**config.mk**
```make
export PLATFORM = sky130hd
export DESIGN_NAME = sac_adc_control
export DESIGN_NICKNAME = d
export VERILOG_FILES = /design/src/hdl/sac_pkg.sv /design/src/hdl/sac_clock_div.sv /design/src/hdl/sac_sequencer.sv /design/src/hdl/sac_adc_control.sv
export SDC_FILE = /design/constraint.sdc
export NUM_CORES = 1
export LEC_CHECK = 0
export BUFFER_PORTS_ARGS = -buffer_cell sky130_fd_sc_hd__clkbuf_2
export CAP_MARGIN = 20
export CORE_MARGIN = 4
export CORE_UTILIZATION = 42
export CTS_BUF_LIST = sky130_fd_sc_hd__clkbuf_4
export DETAILED_ROUTE_END_ITERATION = 16
export PLACE_DENSITY_LB_ADDON = 0.1
export SLEW_MARGIN = 40
export SYNTH_ARGS = -nofsm -noshare
export SYNTH_HDL_FRONTEND = slang
export SYNTH_SLANG_ARGS = --single-unit
```
**constraint.sdc**
```tcl
create_clock -name clk_sys -period 3.39 [get_ports clk_sys]
set_input_delay 0.5085 -clock clk_sys [delete_from_list [all_inputs] [get_ports clk_sys]]
set_output_delay 0.5085 -clock clk_sys [all_outputs]
set_load 0.02 [all_outputs]
```
**src/hdl/sac_pkg.sv**
```systemverilog
// constants, field layout and helpers of the converter control block
// assumes one 25 MHz system clock and an AXI4-Lite register bus
package sac_pkg;
    // register byte addresses
    localparam logic [7:0] ADDR_CTRL0 = 8'h00;
    localparam logic [7:0] ADDR_CTRL1 = 8'h04;
    localparam logic [7:0] ADDR_STATUS = 8'h08;
    localparam logic [7:0] ADDR_RESULT0 = 8'h10;
    localparam int NUM_SOURCES = 10;
    // converter_control_0 fields
    localparam int CH_LSB = 0;
    localparam int MODE_LSB = 3;
    localparam int TRG_BIT = 5;
    localparam int START_BIT = 6;
    localparam int FSEL0_BIT = 7;
    // converter_control_1 fields
    localparam int EXT_BIT = 0;
    localparam int SH_BIT = 2;
    localparam int RES_BIT = 3;
    localparam int FSEL1_BIT = 4;
    localparam int VREF_BIT = 5;
    // reset values
    localparam logic [7:0] CTRL0_RESET = 8'h00;
    localparam logic [7:0] CTRL1_RESET = 8'h00;
    localparam logic [9:0] RESULT_RESET = 10'h000;
    // conversion length in conversion-clock cycles
    localparam logic [6:0] CYC_8_PLAIN = 7'd49;
    localparam logic [6:0] CYC_10_PLAIN = 7'd59;
    localparam logic [6:0] CYC_8_SH = 7'd28;
    localparam logic [6:0] CYC_10_SH = 7'd33;
    localparam logic [3:0] BITS_8 = 4'h8;
    localparam logic [3:0] BITS_10 = 4'hA;
    localparam logic [1:0] RESP_OKAY = 2'h0;
    localparam logic [1:0] RESP_SLVERR = 2'h2;

    typedef enum logic [0:0] {
        SEQ_IDLE = 1'b0,
        SEQ_CONV = 1'b1
    } sac_seq_state_t;

    // analog source index: 0..7 ordinary inputs, 8/9 extended inputs
    function automatic logic [3:0] sourceOf(input logic extSel, input logic [2:0] ch);
        sourceOf = extSel ? (ch[0] ? 4'h9 : 4'h8) : {1'b0, ch};
    endfunction : sourceOf

    // cycles per conversion for resolution and sample-and-hold
    function automatic logic [6:0] cyclesOf(input logic res10, input logic shEn);
        if (shEn) begin
            cyclesOf = res10 ? CYC_10_SH : CYC_8_SH;
        end else begin
            cyclesOf = res10 ? CYC_10_PLAIN : CYC_8_PLAIN;
        end
    endfunction : cyclesOf
endpackage : sac_pkg

```
**src/hdl/sac_clock_div.sv**
```systemverilog
// conversion clock tick generator: undivided, /2 or /4 of the source clock
// assumes the select bits are held steady while a conversion runs
`timescale 1ns/1ps
module sac_clock_div import sac_pkg::*; (
    // clock and reset
    input wire logic clk_sys,
    input wire logic rst_n,
    // selects
    input wire logic fsel0,
    input wire logic fsel1,
    // tick
    output logic tick
);
    logic [1:0] divCntReg;
    logic tickReg;
    wire logic tickNext;

    assign tickNext = fsel1 | (fsel0 ? divCntReg[0] : (divCntReg == 2'h3)); // RULE12 RULE16
    assign tick = tickReg;

    always_ff @(posedge clk_sys or negedge rst_n) begin
        if (!rst_n) begin
            divCntReg <= 2'h0;
            tickReg <= 1'b0;
        end else begin
            divCntReg <= divCntReg + 2'h1;
            tickReg <= tickNext;
        end
    end
endmodule : sac_clock_div

```
**src/hdl/sac_sequencer.sv**
```systemverilog
// successive-approximation sequencer: counts conversion cycles and drives the dac code
// assumes cmpHigh is high while the sampled input is at or above dacCode
`timescale 1ns/1ps
module sac_sequencer import sac_pkg::*; (
    // clock and reset
    input wire logic clk_sys,
    input wire logic rst_n,
    // control
    input wire logic tick,
    input wire logic start,
    input wire logic res10,
    input wire logic shEn,
    input wire logic cmpHigh,
    // status and result
    output logic busy,
    output logic done,
    output logic sampling,
    output logic [9:0] result,
    output logic [9:0] dacCode
);
    sac_seq_state_t stateReg;
    logic [6:0] cntReg;
    logic [9:0] accReg;
    logic [9:0] dacReg;
    logic [9:0] resultReg;
    logic doneReg;
    logic samplingReg;
    wire logic [6:0] total;
    wire logic [6:0] decideAt;
    wire logic deciding;
    wire logic lastTick;
    wire logic [3:0] pos;
    wire logic [9:0] bitMask;
    wire logic [9:0] accNext;

    assign total = cyclesOf(res10, shEn); // RULE5 RULE6
    assign decideAt = total - {3'h0, (res10 ? BITS_10 : BITS_8)}; // RULE15
    assign deciding = (stateReg == SEQ_CONV) && tick && (cntReg >= decideAt);
    assign lastTick = (stateReg == SEQ_CONV) && tick && (cntReg == total - 7'd1);
    assign pos = 4'(total - 7'd1 - cntReg) + (res10 ? 4'h0 : 4'h2);
    assign bitMask = 10'h001 << pos;
    assign accNext = cmpHigh ? (accReg | bitMask) : accReg;
    assign busy = (stateReg == SEQ_CONV);
    assign done = doneReg;
    assign sampling = samplingReg;
    assign result = resultReg;
    assign dacCode = dacReg;

    always_ff @(posedge clk_sys or negedge rst_n) begin
        if (!rst_n) begin
            stateReg <= SEQ_IDLE;
            cntReg <= 7'h00;
            accReg <= 10'h000;
            dacReg <= 10'h000;
            resultReg <= RESULT_RESET;
            doneReg <= 1'b0;
            samplingReg <= 1'b0;
        end else begin
            doneReg <= 1'b0;
            case (stateReg)
                SEQ_IDLE: begin
                    samplingReg <= 1'b0;
                    if (start) begin
                        stateReg <= SEQ_CONV;
                    end
                end
                SEQ_CONV: begin
                    samplingReg <= (cntReg < decideAt);
                    if (lastTick && !start) begin
                        stateReg <= SEQ_IDLE; // RULE17
                    end
                end
                default: begin
                    stateReg <= SEQ_IDLE;
                end
            endcase
            if (start) begin
                cntReg <= 7'h00;
                accReg <= 10'h000;
                dacReg <= 10'h200;
            end else if (stateReg == SEQ_CONV && tick) begin
                cntReg <= cntReg + 7'd1;
                if (deciding) begin
                    accReg <= accNext;
                    dacReg <= accNext | (lastTick ? 10'h000 : (bitMask >> 1));
                end
                if (lastTick) begin
                    doneReg <= 1'b1;
                    resultReg <= res10 ? accNext : {2'h0, accNext[9:2]}; // RULE15
                end
            end
        end
    end
endmodule : sac_sequencer

```
**src/hdl/sac_adc_control.sv**
```systemverilog
// 10-bit successive-approximation converter control with AXI4-Lite registers
// assumes a comparator and resistor ladder outside; all inputs synchronous to clk_sys
//
// Functional notes
// RULE1: three-bit channel code n selects ordinary analog input n.
// RULE2: eight ordinary inputs plus two extended inputs are conversion sources.
// RULE3: software trigger starts a conversion when the start flag goes zero to one.
// RULE4: external trigger starts on each falling edge while start flag is one; retriggerable.
// RULE5: without sample-and-hold, 49 cycles at 8 bits, 59 at 10 bits.
// RULE6: with sample-and-hold, 28 cycles at 8 bits, 33 at 10 bits.
// RULE7: each result lands in the result register of the converted channel.
// RULE8: in 10-bit mode low eight bits at even byte, upper bits at odd.
// RULE9: reference-connect bit attaches the ladder when set, detaches when clear.
// RULE10: software sets reference-connect before starting any conversion.
// RULE11: software sets every analog pin's port direction to input first.
// RULE12: conversion clock is the source clock undivided, divided by two or four.
// RULE13: software keeps the conversion clock at or below 10 MHz.
// RULE14: software keeps conversion clock above 250 kHz, or 1 MHz with sample-and-hold.
// RULE15: resolution bit zero gives 8-bit conversion, one gives 10-bit.
// RULE16: frequency bit zero gives divide by four, one divide by two.
// RULE17: one-shot mode converts once per trigger, then returns to idle.
//
// The register addresses and the AXI4-Lite register port were decided locally.
`timescale 1ns/1ps
module sac_adc_control import sac_pkg::*; #(
    parameter int ADDR_W = 8
) (
    // clock and reset
    input wire logic clk_sys,
    input wire logic rst_n,
    // axi4-lite write address and data
    input wire logic s_axi_awvalid,
    output logic s_axi_awready,
    input wire logic [ADDR_W-1:0] s_axi_awaddr,
    input wire logic s_axi_wvalid,
    output logic s_axi_wready,
    input wire logic [31:0] s_axi_wdata,
    input wire logic [3:0] s_axi_wstrb,
    // axi4-lite write response
    output logic s_axi_bvalid,
    input wire logic s_axi_bready,
    output logic [1:0] s_axi_bresp,
    // axi4-lite read
    input wire logic s_axi_arvalid,
    output logic s_axi_arready,
    input wire logic [ADDR_W-1:0] s_axi_araddr,
    output logic s_axi_rvalid,
    input wire logic s_axi_rready,
    output logic [31:0] s_axi_rdata,
    output logic [1:0] s_axi_rresp,
    // trigger and analog front end
    input wire logic external_trigger_input,
    input wire logic cmpHigh,
    output logic [3:0] analogSel,
    output logic [9:0] dacCode,
    output logic sampleHold,
    output logic refConnect,
    output logic convBusy
);
    logic awreadyReg;
    logic wreadyReg;
    logic awGotReg;
    logic wGotReg;
    logic [7:0] awAddrReg;
    logic [31:0] wDataReg;
    logic [3:0] wStrbReg;
    logic bvalidReg;
    logic [1:0] brespReg;
    logic arreadyReg;
    logic rvalidReg;
    logic [31:0] rdataReg;
    logic [1:0] rrespReg;
    logic [7:0] ctrl0Reg;
    logic [7:0] ctrl1Reg;
    logic trigPrevReg;
    logic [3:0] chanLatReg;
    logic [3:0] analogSelReg;
    logic refConnectReg;
    logic [9:0] resultMem [NUM_SOURCES];
    wire logic tick;
    wire logic seqBusy;
    wire logic seqDone;
    wire logic seqSampling;
    wire logic [9:0] seqResult;

    // write channel
    wire logic awHs = s_axi_awvalid & awreadyReg;
    wire logic wHs = s_axi_wvalid & wreadyReg;
    wire logic doWrite = awGotReg & wGotReg & ~bvalidReg;
    wire logic awGotNext = ~doWrite & (awGotReg | awHs);
    wire logic wGotNext = ~doWrite & (wGotReg | wHs);
    wire logic bvalidNext = doWrite | (bvalidReg & ~s_axi_bready);
    wire logic wrCtrl0 = doWrite && (awAddrReg == ADDR_CTRL0) && wStrbReg[0];
    wire logic wrCtrl1 = doWrite && (awAddrReg == ADDR_CTRL1) && wStrbReg[0];
    wire logic wrMapped = (awAddrReg == ADDR_CTRL0) || (awAddrReg == ADDR_CTRL1);

    // read channel
    wire logic arHs = s_axi_arvalid & arreadyReg;
    wire logic rvalidNext = arHs | (rvalidReg & ~s_axi_rready);
    wire logic [7:0] rdAddr = 8'(s_axi_araddr);
    wire logic [7:0] rdOffset = rdAddr - ADDR_RESULT0;
    wire logic rdResult = (rdAddr >= ADDR_RESULT0) && (rdOffset[1:0] == 2'h0)
        && (rdOffset[7:2] < 6'(NUM_SOURCES));
    wire logic [3:0] rdIndex = rdOffset[5:2];
    wire logic [31:0] statusWord = {24'h000000, chanLatReg, 1'b0, seqSampling, 1'b0, seqBusy};
    wire logic rdMapped = rdResult || (rdAddr == ADDR_CTRL0) || (rdAddr == ADDR_CTRL1)
        || (rdAddr == ADDR_STATUS);
    // result word: low byte at even byte address, upper bits at odd byte
    wire logic [31:0] resultWord = rdResult ? {22'h000000, resultMem[rdIndex]} : 32'h00000000; // RULE8
    wire logic [31:0] rdMux = (rdAddr == ADDR_CTRL0) ? {24'h000000, ctrl0Reg}
        : (rdAddr == ADDR_CTRL1) ? {24'h000000, ctrl1Reg}
        : (rdAddr == ADDR_STATUS) ? statusWord : resultWord;

    // start conditions
    wire logic [7:0] ctrl0Wr = wDataReg[7:0];
    wire logic swStart = wrCtrl0 && !ctrl0Wr[TRG_BIT] && ctrl0Wr[START_BIT]
        && !ctrl0Reg[START_BIT]; // RULE3
    wire logic extFall = trigPrevReg && !external_trigger_input;
    wire logic extStart = ctrl0Reg[TRG_BIT] && ctrl0Reg[START_BIT] && extFall; // RULE4
    wire logic startPulse = swStart | extStart;
    wire logic [3:0] srcNow = sourceOf(ctrl1Reg[EXT_BIT], ctrl0Reg[CH_LSB +: 3]); // RULE1 RULE2
    wire logic [3:0] srcStart = swStart ? sourceOf(ctrl1Reg[EXT_BIT], ctrl0Wr[CH_LSB +: 3]) : srcNow;

    assign s_axi_awready = awreadyReg;
    assign s_axi_wready = wreadyReg;
    assign s_axi_bvalid = bvalidReg;
    assign s_axi_bresp = brespReg;
    assign s_axi_arready = arreadyReg;
    assign s_axi_rvalid = rvalidReg;
    assign s_axi_rdata = rdataReg;
    assign s_axi_rresp = rrespReg;
    assign analogSel = analogSelReg;
    assign refConnect = refConnectReg;
    assign convBusy = seqBusy;
    assign sampleHold = seqSampling;

    sac_clock_div u_clock_div (
        .clk_sys(clk_sys),
        .rst_n(rst_n),
        .fsel0(ctrl0Reg[FSEL0_BIT]),
        .fsel1(ctrl1Reg[FSEL1_BIT]),
        .tick(tick)
    );

    sac_sequencer u_sequencer (
        .clk_sys(clk_sys),
        .rst_n(rst_n),
        .tick(tick),
        .start(startPulse),
        .res10(ctrl1Reg[RES_BIT]),
        .shEn(ctrl1Reg[SH_BIT]),
        .cmpHigh(cmpHigh),
        .busy(seqBusy),
        .done(seqDone),
        .sampling(seqSampling),
        .result(seqResult),
        .dacCode(dacCode)
    );

    // bus handshakes
    always_ff @(posedge clk_sys or negedge rst_n) begin
        if (!rst_n) begin
            awreadyReg <= 1'b0;
            wreadyReg <= 1'b0;
            awGotReg <= 1'b0;
            wGotReg <= 1'b0;
            bvalidReg <= 1'b0;
            arreadyReg <= 1'b0;
            rvalidReg <= 1'b0;
        end else begin
            awGotReg <= awGotNext;
            wGotReg <= wGotNext;
            bvalidReg <= bvalidNext;
            awreadyReg <= ~awGotNext & ~bvalidNext;
            wreadyReg <= ~wGotNext & ~bvalidNext;
            rvalidReg <= rvalidNext;
            arreadyReg <= ~rvalidNext;
        end
    end

    // bus payloads
    always_ff @(posedge clk_sys or negedge rst_n) begin
        if (!rst_n) begin
            awAddrReg <= 8'h00;
            wDataReg <= 32'h00000000;
            wStrbReg <= 4'h0;
            brespReg <= RESP_OKAY;
            rdataReg <= 32'h00000000;
            rrespReg <= RESP_OKAY;
        end else begin
            if (awHs) begin
                awAddrReg <= 8'(s_axi_awaddr);
            end
            if (wHs) begin
                wDataReg <= s_axi_wdata;
                wStrbReg <= s_axi_wstrb;
            end
            if (doWrite) begin
                brespReg <= wrMapped ? RESP_OKAY : RESP_SLVERR;
            end
            if (arHs) begin
                rdataReg <= rdMapped ? rdMux : 32'h00000000;
                rrespReg <= rdMapped ? RESP_OKAY : RESP_SLVERR;
            end
        end
    end

    // control registers; a software write wins over the one-shot clear
    always_ff @(posedge clk_sys or negedge rst_n) begin
        if (!rst_n) begin
            ctrl0Reg <= CTRL0_RESET;
            ctrl1Reg <= CTRL1_RESET;
            refConnectReg <= 1'b0;
        end else begin
            if (wrCtrl0) begin
                ctrl0Reg <= ctrl0Wr;
            end else if (seqDone && !ctrl0Reg[TRG_BIT]) begin
                ctrl0Reg[START_BIT] <= 1'b0; // RULE17
            end
            if (wrCtrl1) begin
                ctrl1Reg <= wDataReg[7:0];
            end
            refConnectReg <= ctrl1Reg[VREF_BIT]; // RULE9
        end
    end

    // trigger edge, source latch and results
    always_ff @(posedge clk_sys or negedge rst_n) begin
        if (!rst_n) begin
            trigPrevReg <= 1'b1;
            chanLatReg <= 4'h0;
            analogSelReg <= 4'h0;
            for (int i = 0; i < NUM_SOURCES; i++) begin
                resultMem[i] <= RESULT_RESET;
            end
        end else begin
            trigPrevReg <= external_trigger_input;
            if (startPulse) begin
                chanLatReg <= srcStart; // RULE1 RULE2
                analogSelReg <= srcStart;
            end
            if (seqDone) begin
                resultMem[chanLatReg] <= seqResult; // RULE7
            end
        end
    end

    // helper: conversion-clock ticks seen in the running conversion
    logic [6:0] tickSeenReg;
    always_ff @(posedge clk_sys or negedge rst_n) begin
        if (!rst_n) begin
            tickSeenReg <= 7'h00;
        end else if (startPulse) begin
            tickSeenReg <= 7'h00;
        end else if (seqBusy && tick) begin
            tickSeenReg <= tickSeenReg + 7'd1;
        end
    end
endmodule : sac_adc_control

```
==> flow_summary_export.csv <==
group,metric,value,unit
global_routing,grt_overflow,0,
pwr,power_density,589,mW/mm^2
worst_setup_path,cp_data_required_time,3.90,ns
sta,maxSlewViolCount,0,
floorplanning,die_h,162,um
final_layout,syn2layout_area_growth,13.9,%
worst_setup_path,arrival,3.69,ns
floorplanning,initial_core_util,43.3,%
pwr,combPwrFrac,25.9,%
drt,vias,6844,
floorplanning,core.rowCount,55,
sta,worst_pin_slew,0.748,ns
floorplanning,placeableCoreArea,0.0229,mm^2
sta,final-hold-violation-count,0,
worst_setup_path,worstSetupStartpointType,"register",
floorplanning,die_area,0.0262,mm^2
worst_setup_path,cp_max_fo,7,
global_routing,antenna_found_initial,1,
global_routing,first_global_vias,7254,
placed_design,placed_cell_area,0.0106,mm^2
synth,yosys.area.top_type,"dfrtp_1",
sta,setup_viol,0,
drt,viasPerCell,5.32,
pwr,seqPwrFrac,43.4,%
final_layout,final_layout_size_suffix_gt1_share,38.0,%
synth,syn_area_per_cell,11.9,um^2
final_layout,final_common_cell,"dfrtp_1",
synth,yosys-top-cells-area,"dfrtp_1, mux2_2, nand2_1, ha_1, buf_4",
clocking,path_clk_slew,0.06,ns
synth,synth_area,0.00993,mm^2
synth,synth-edff-count,0,
pwr,peakVddDrop,0.307,mV
final_layout,num-fill-cells,2094,
status,outcome,"completed",
worst_setup_path,slowest_stage,"dfrtp_2",
floorplanning,fp.dieW,162,um
final_layout,fin_nets,1020,
run,maxCapViolCount,0,
worst_setup_path,cp_top_family,"adder cells",
synth,synth_top_area_share,50.4,%
sta,fin_tns_setup,0,ns
pwr,p_leak,5.54,nW
global_routing,grt.total_usage,18.7,%
clocking,cts.htree.levels,2,
synth,synth_ff_type,"dfrtp_1",
sta,min_period,3.18,ns
clocking,clock-root-buffer,"clkbuf_4",
synth,synth_seq_cells,201,
synth,synth-seq-area-share,50.7,%
clocking,clk_latency,0.66,ns
sta,finalClockSkew,0.0409,ns
placed_design,portBuffers,67,
pwr,clockPowerShare,30.6,%
placed_design,dp_hpwl,16.8,mm
global_routing,grt_max_degree,86,
drt,routedWlPerCell,18.7,um
synth,ys_types,65,
worst_setup_path,path_class,"register to register",
sta,fmax,314,MHz
drt,drc,0,
final_layout,final_area,0.0113,mm^2
clocking,clock-sinks,201,
pwr,internal_power,0.00441,W
sta,rsz0062_at_grt,"no",
worst_setup_path,max_stage_delay,0.46,ns
sta,timing.final.crit_share,93.9,%
synth,syn_inst,833,
worst_setup_path,critPathBufInv,1,
sta,relSlewSlack,50.1,%
worst_setup_path,critPathCaptureType,"register",
worst_setup_path,worstPathCellList,"inv_1 -> ha_1 -> xnor2_1 -> xnor2_1 -> ha_1 -> fa_1 -> xnor2_2 -> xor2_2 -> nor3b_1 -> o32a_1 -> mux2_4",
clocking,cts_buffer_depth,3,
synth,yosysWarnings,0,
drt,drt-total-wl,24.1,mm
global_routing,grt_pass1_wl,39.1,mm
pwr,switching_share,33.7,%
clocking,cts_buffers,54,
pwr,p_switching,0.00224,W
synth,ys_async_sr_fraction,100,%
placed_design,gp_congestion,0.823,
final_layout,final_cell_mix,"dfrtp_1, mux2_2, clkbuf_4, nand2_1, clkbuf_2",
hold_path,hold_path.class,"input pin to register",
floorplanning,io_pins,119,
drt,drtPass1Iterations,5,
clocking,cts_tree,"built",
drt,drt_iter0_drc,335,
drt,detail-route-antenna-nets,0,
kinds of logic (layout without fill, tap and decap cells):
group	Yosys count	after routing	synth area share, %
flip-flops	201	201	50.7
AND/OR/NAND/NOR	198	198	10.3
AO/OA/AOI/OAI	121	121	7.97
buffers and inverters	87	204	4.48
adder cells (fa/ha/maj)	21	21	2.72
multiplexers	188	188	22.1
XOR/XNOR	16	16	1.64
other	1	25	0.0378
synthesized netlist by cell type (7+ instances only):
library cell	instances
a211oi_1	7
a21oi_1	33
buf_2	10
buf_4	24
clkbuf_1	33
dfrtp_1	200
ha_1	20
inv_1	16
mux2_2	164
mux2i_1	14
mux4_2	8
nand2_1	71
nand2b_1	15
nand3_1	12
nand4_1	9
nor2_1	32
nor2b_1	15
o21ai_0	32
xnor2_1	10
state kept, by name, indices dropped and copies added (netlist names), 4 cells and up:
signal / cells
u_sequencer.dacCode: 10
u_sequencer.cntReg: 7
s_axi_rdata: 10
analogSel: 4
wDataReg: 8
u_sequencer.accReg: 10
u_sequencer.result: 10
resultMem: 100
ctrl0Reg: 8
ctrl1Reg: 8
awAddrReg: 8
metrics by stage:
step | instances | total power (W) | setup slack (ns) | util, % | hold WS [ns]
after floorplan | 856 | 0.00413 | 0.0473 | - | 0.213
after CTS | 1284 | 0.00672 | 0.00178 | 49.1 | 0.0343
after detailed placement | 1191 | 0.00463 | 0.0392 | 46.2 | 0.403
final | 1287 | 0.00665 | 0.205 | 49.3 | 0.0841
after global routing | 1287 | 0.00710 | 0.00364 | 49.3 | 0.0520
after global placement | 1189 | 0.00460 | 0.133 | 46.1 | 0.399
layer usage:
metal / part of all wire (%) / track usage [%] / up-vias
met3: 4.7 / 3.68 / 51
met5: 0 / 0 / -
li1: - / - / 3185
met2: 47 / 30.0 / 181
met1: 46 / 25.5 / 3427
met4: 2.4 / 6.65 / 0
worst reg2reg max path: stages, from the launching register on:
cell,delay (ns)
dfrtp_2,0.46
inv_1,0.08
ha_1,0.32
xnor2_1,0.15
xnor2_1,0.14
ha_1,0.21
fa_1,0.41
xnor2_2,0.28
xor2_2,0.30
nor3b_1,0.14
o32a_1,0.30
mux2_4,0.27
power by group through the flow:
stage	sequential, W	clock [W]	combinational (W)
2_1_floorplan	0.00294	0	0.00119
3_3_place_gp	0.00292	0	0.00168
3_5_place_dp	0.00293	0	0.00170
4_1_cts	0.00289	0.00212	0.00171
5_1_grt	0.00293	0.00224	0.00192
6_report	0.00289	0.00204	0.00173
worst paths after layout:
path / slack, ns / end / cells after the start / start
min in group asynchronous: 0.48 / resultMem[75]$_DFFE_PN0P_ / 2 / rst_n
max: 0.21 / u_sequencer.result[4]$_DFFE_PN0P_ / 11 / ctrl1Reg[2]$_DFFE_PN0P_
max in group asynchronous: 1.94 / wStrbReg[0]$_DFFE_PN0P_ / 3 / rst_n
min reg2reg: 0.41 / refConnect$_DFF_PN0_ / 0 / ctrl1Reg[5]$_DFFE_PN0P_
max reg2reg: 0.21 / u_sequencer.result[4]$_DFFE_PN0P_ / 11 / ctrl1Reg[2]$_DFFE_PN0P_
min: 0.08 / wDataReg[6]$_DFFE_PN0P_ / 2 / s_axi_wdata[6]
final cells by class:
cell class | count | area (um^2) | area share [%]
Sequential cell | 201 | 5030 | 44.5
Multi-Input combinational cell | 568 | 4560 | 40.4
Clock buffer | 81 | 608 | 5.38
Timing Repair Buffer | 97 | 607 | 5.37
Tap cell | 313 | 392 | 3.47
Inverter | 16 | 60.1 | 0.531
Clock inverter | 10 | 37.5 | 0.332
Antenna cell | 1 | 2.50 | 0.0221
timing repair:
action                                 in CTS  in global routing
setup endpoints to repair                   0                  9
hold buffers                                2                  0
buffers inserted                            0                  0
gates resized for setup                     0                  3
endpoints found under the hold margin      82                  0
No activity file was read; power rests on OpenSTA's default activity.
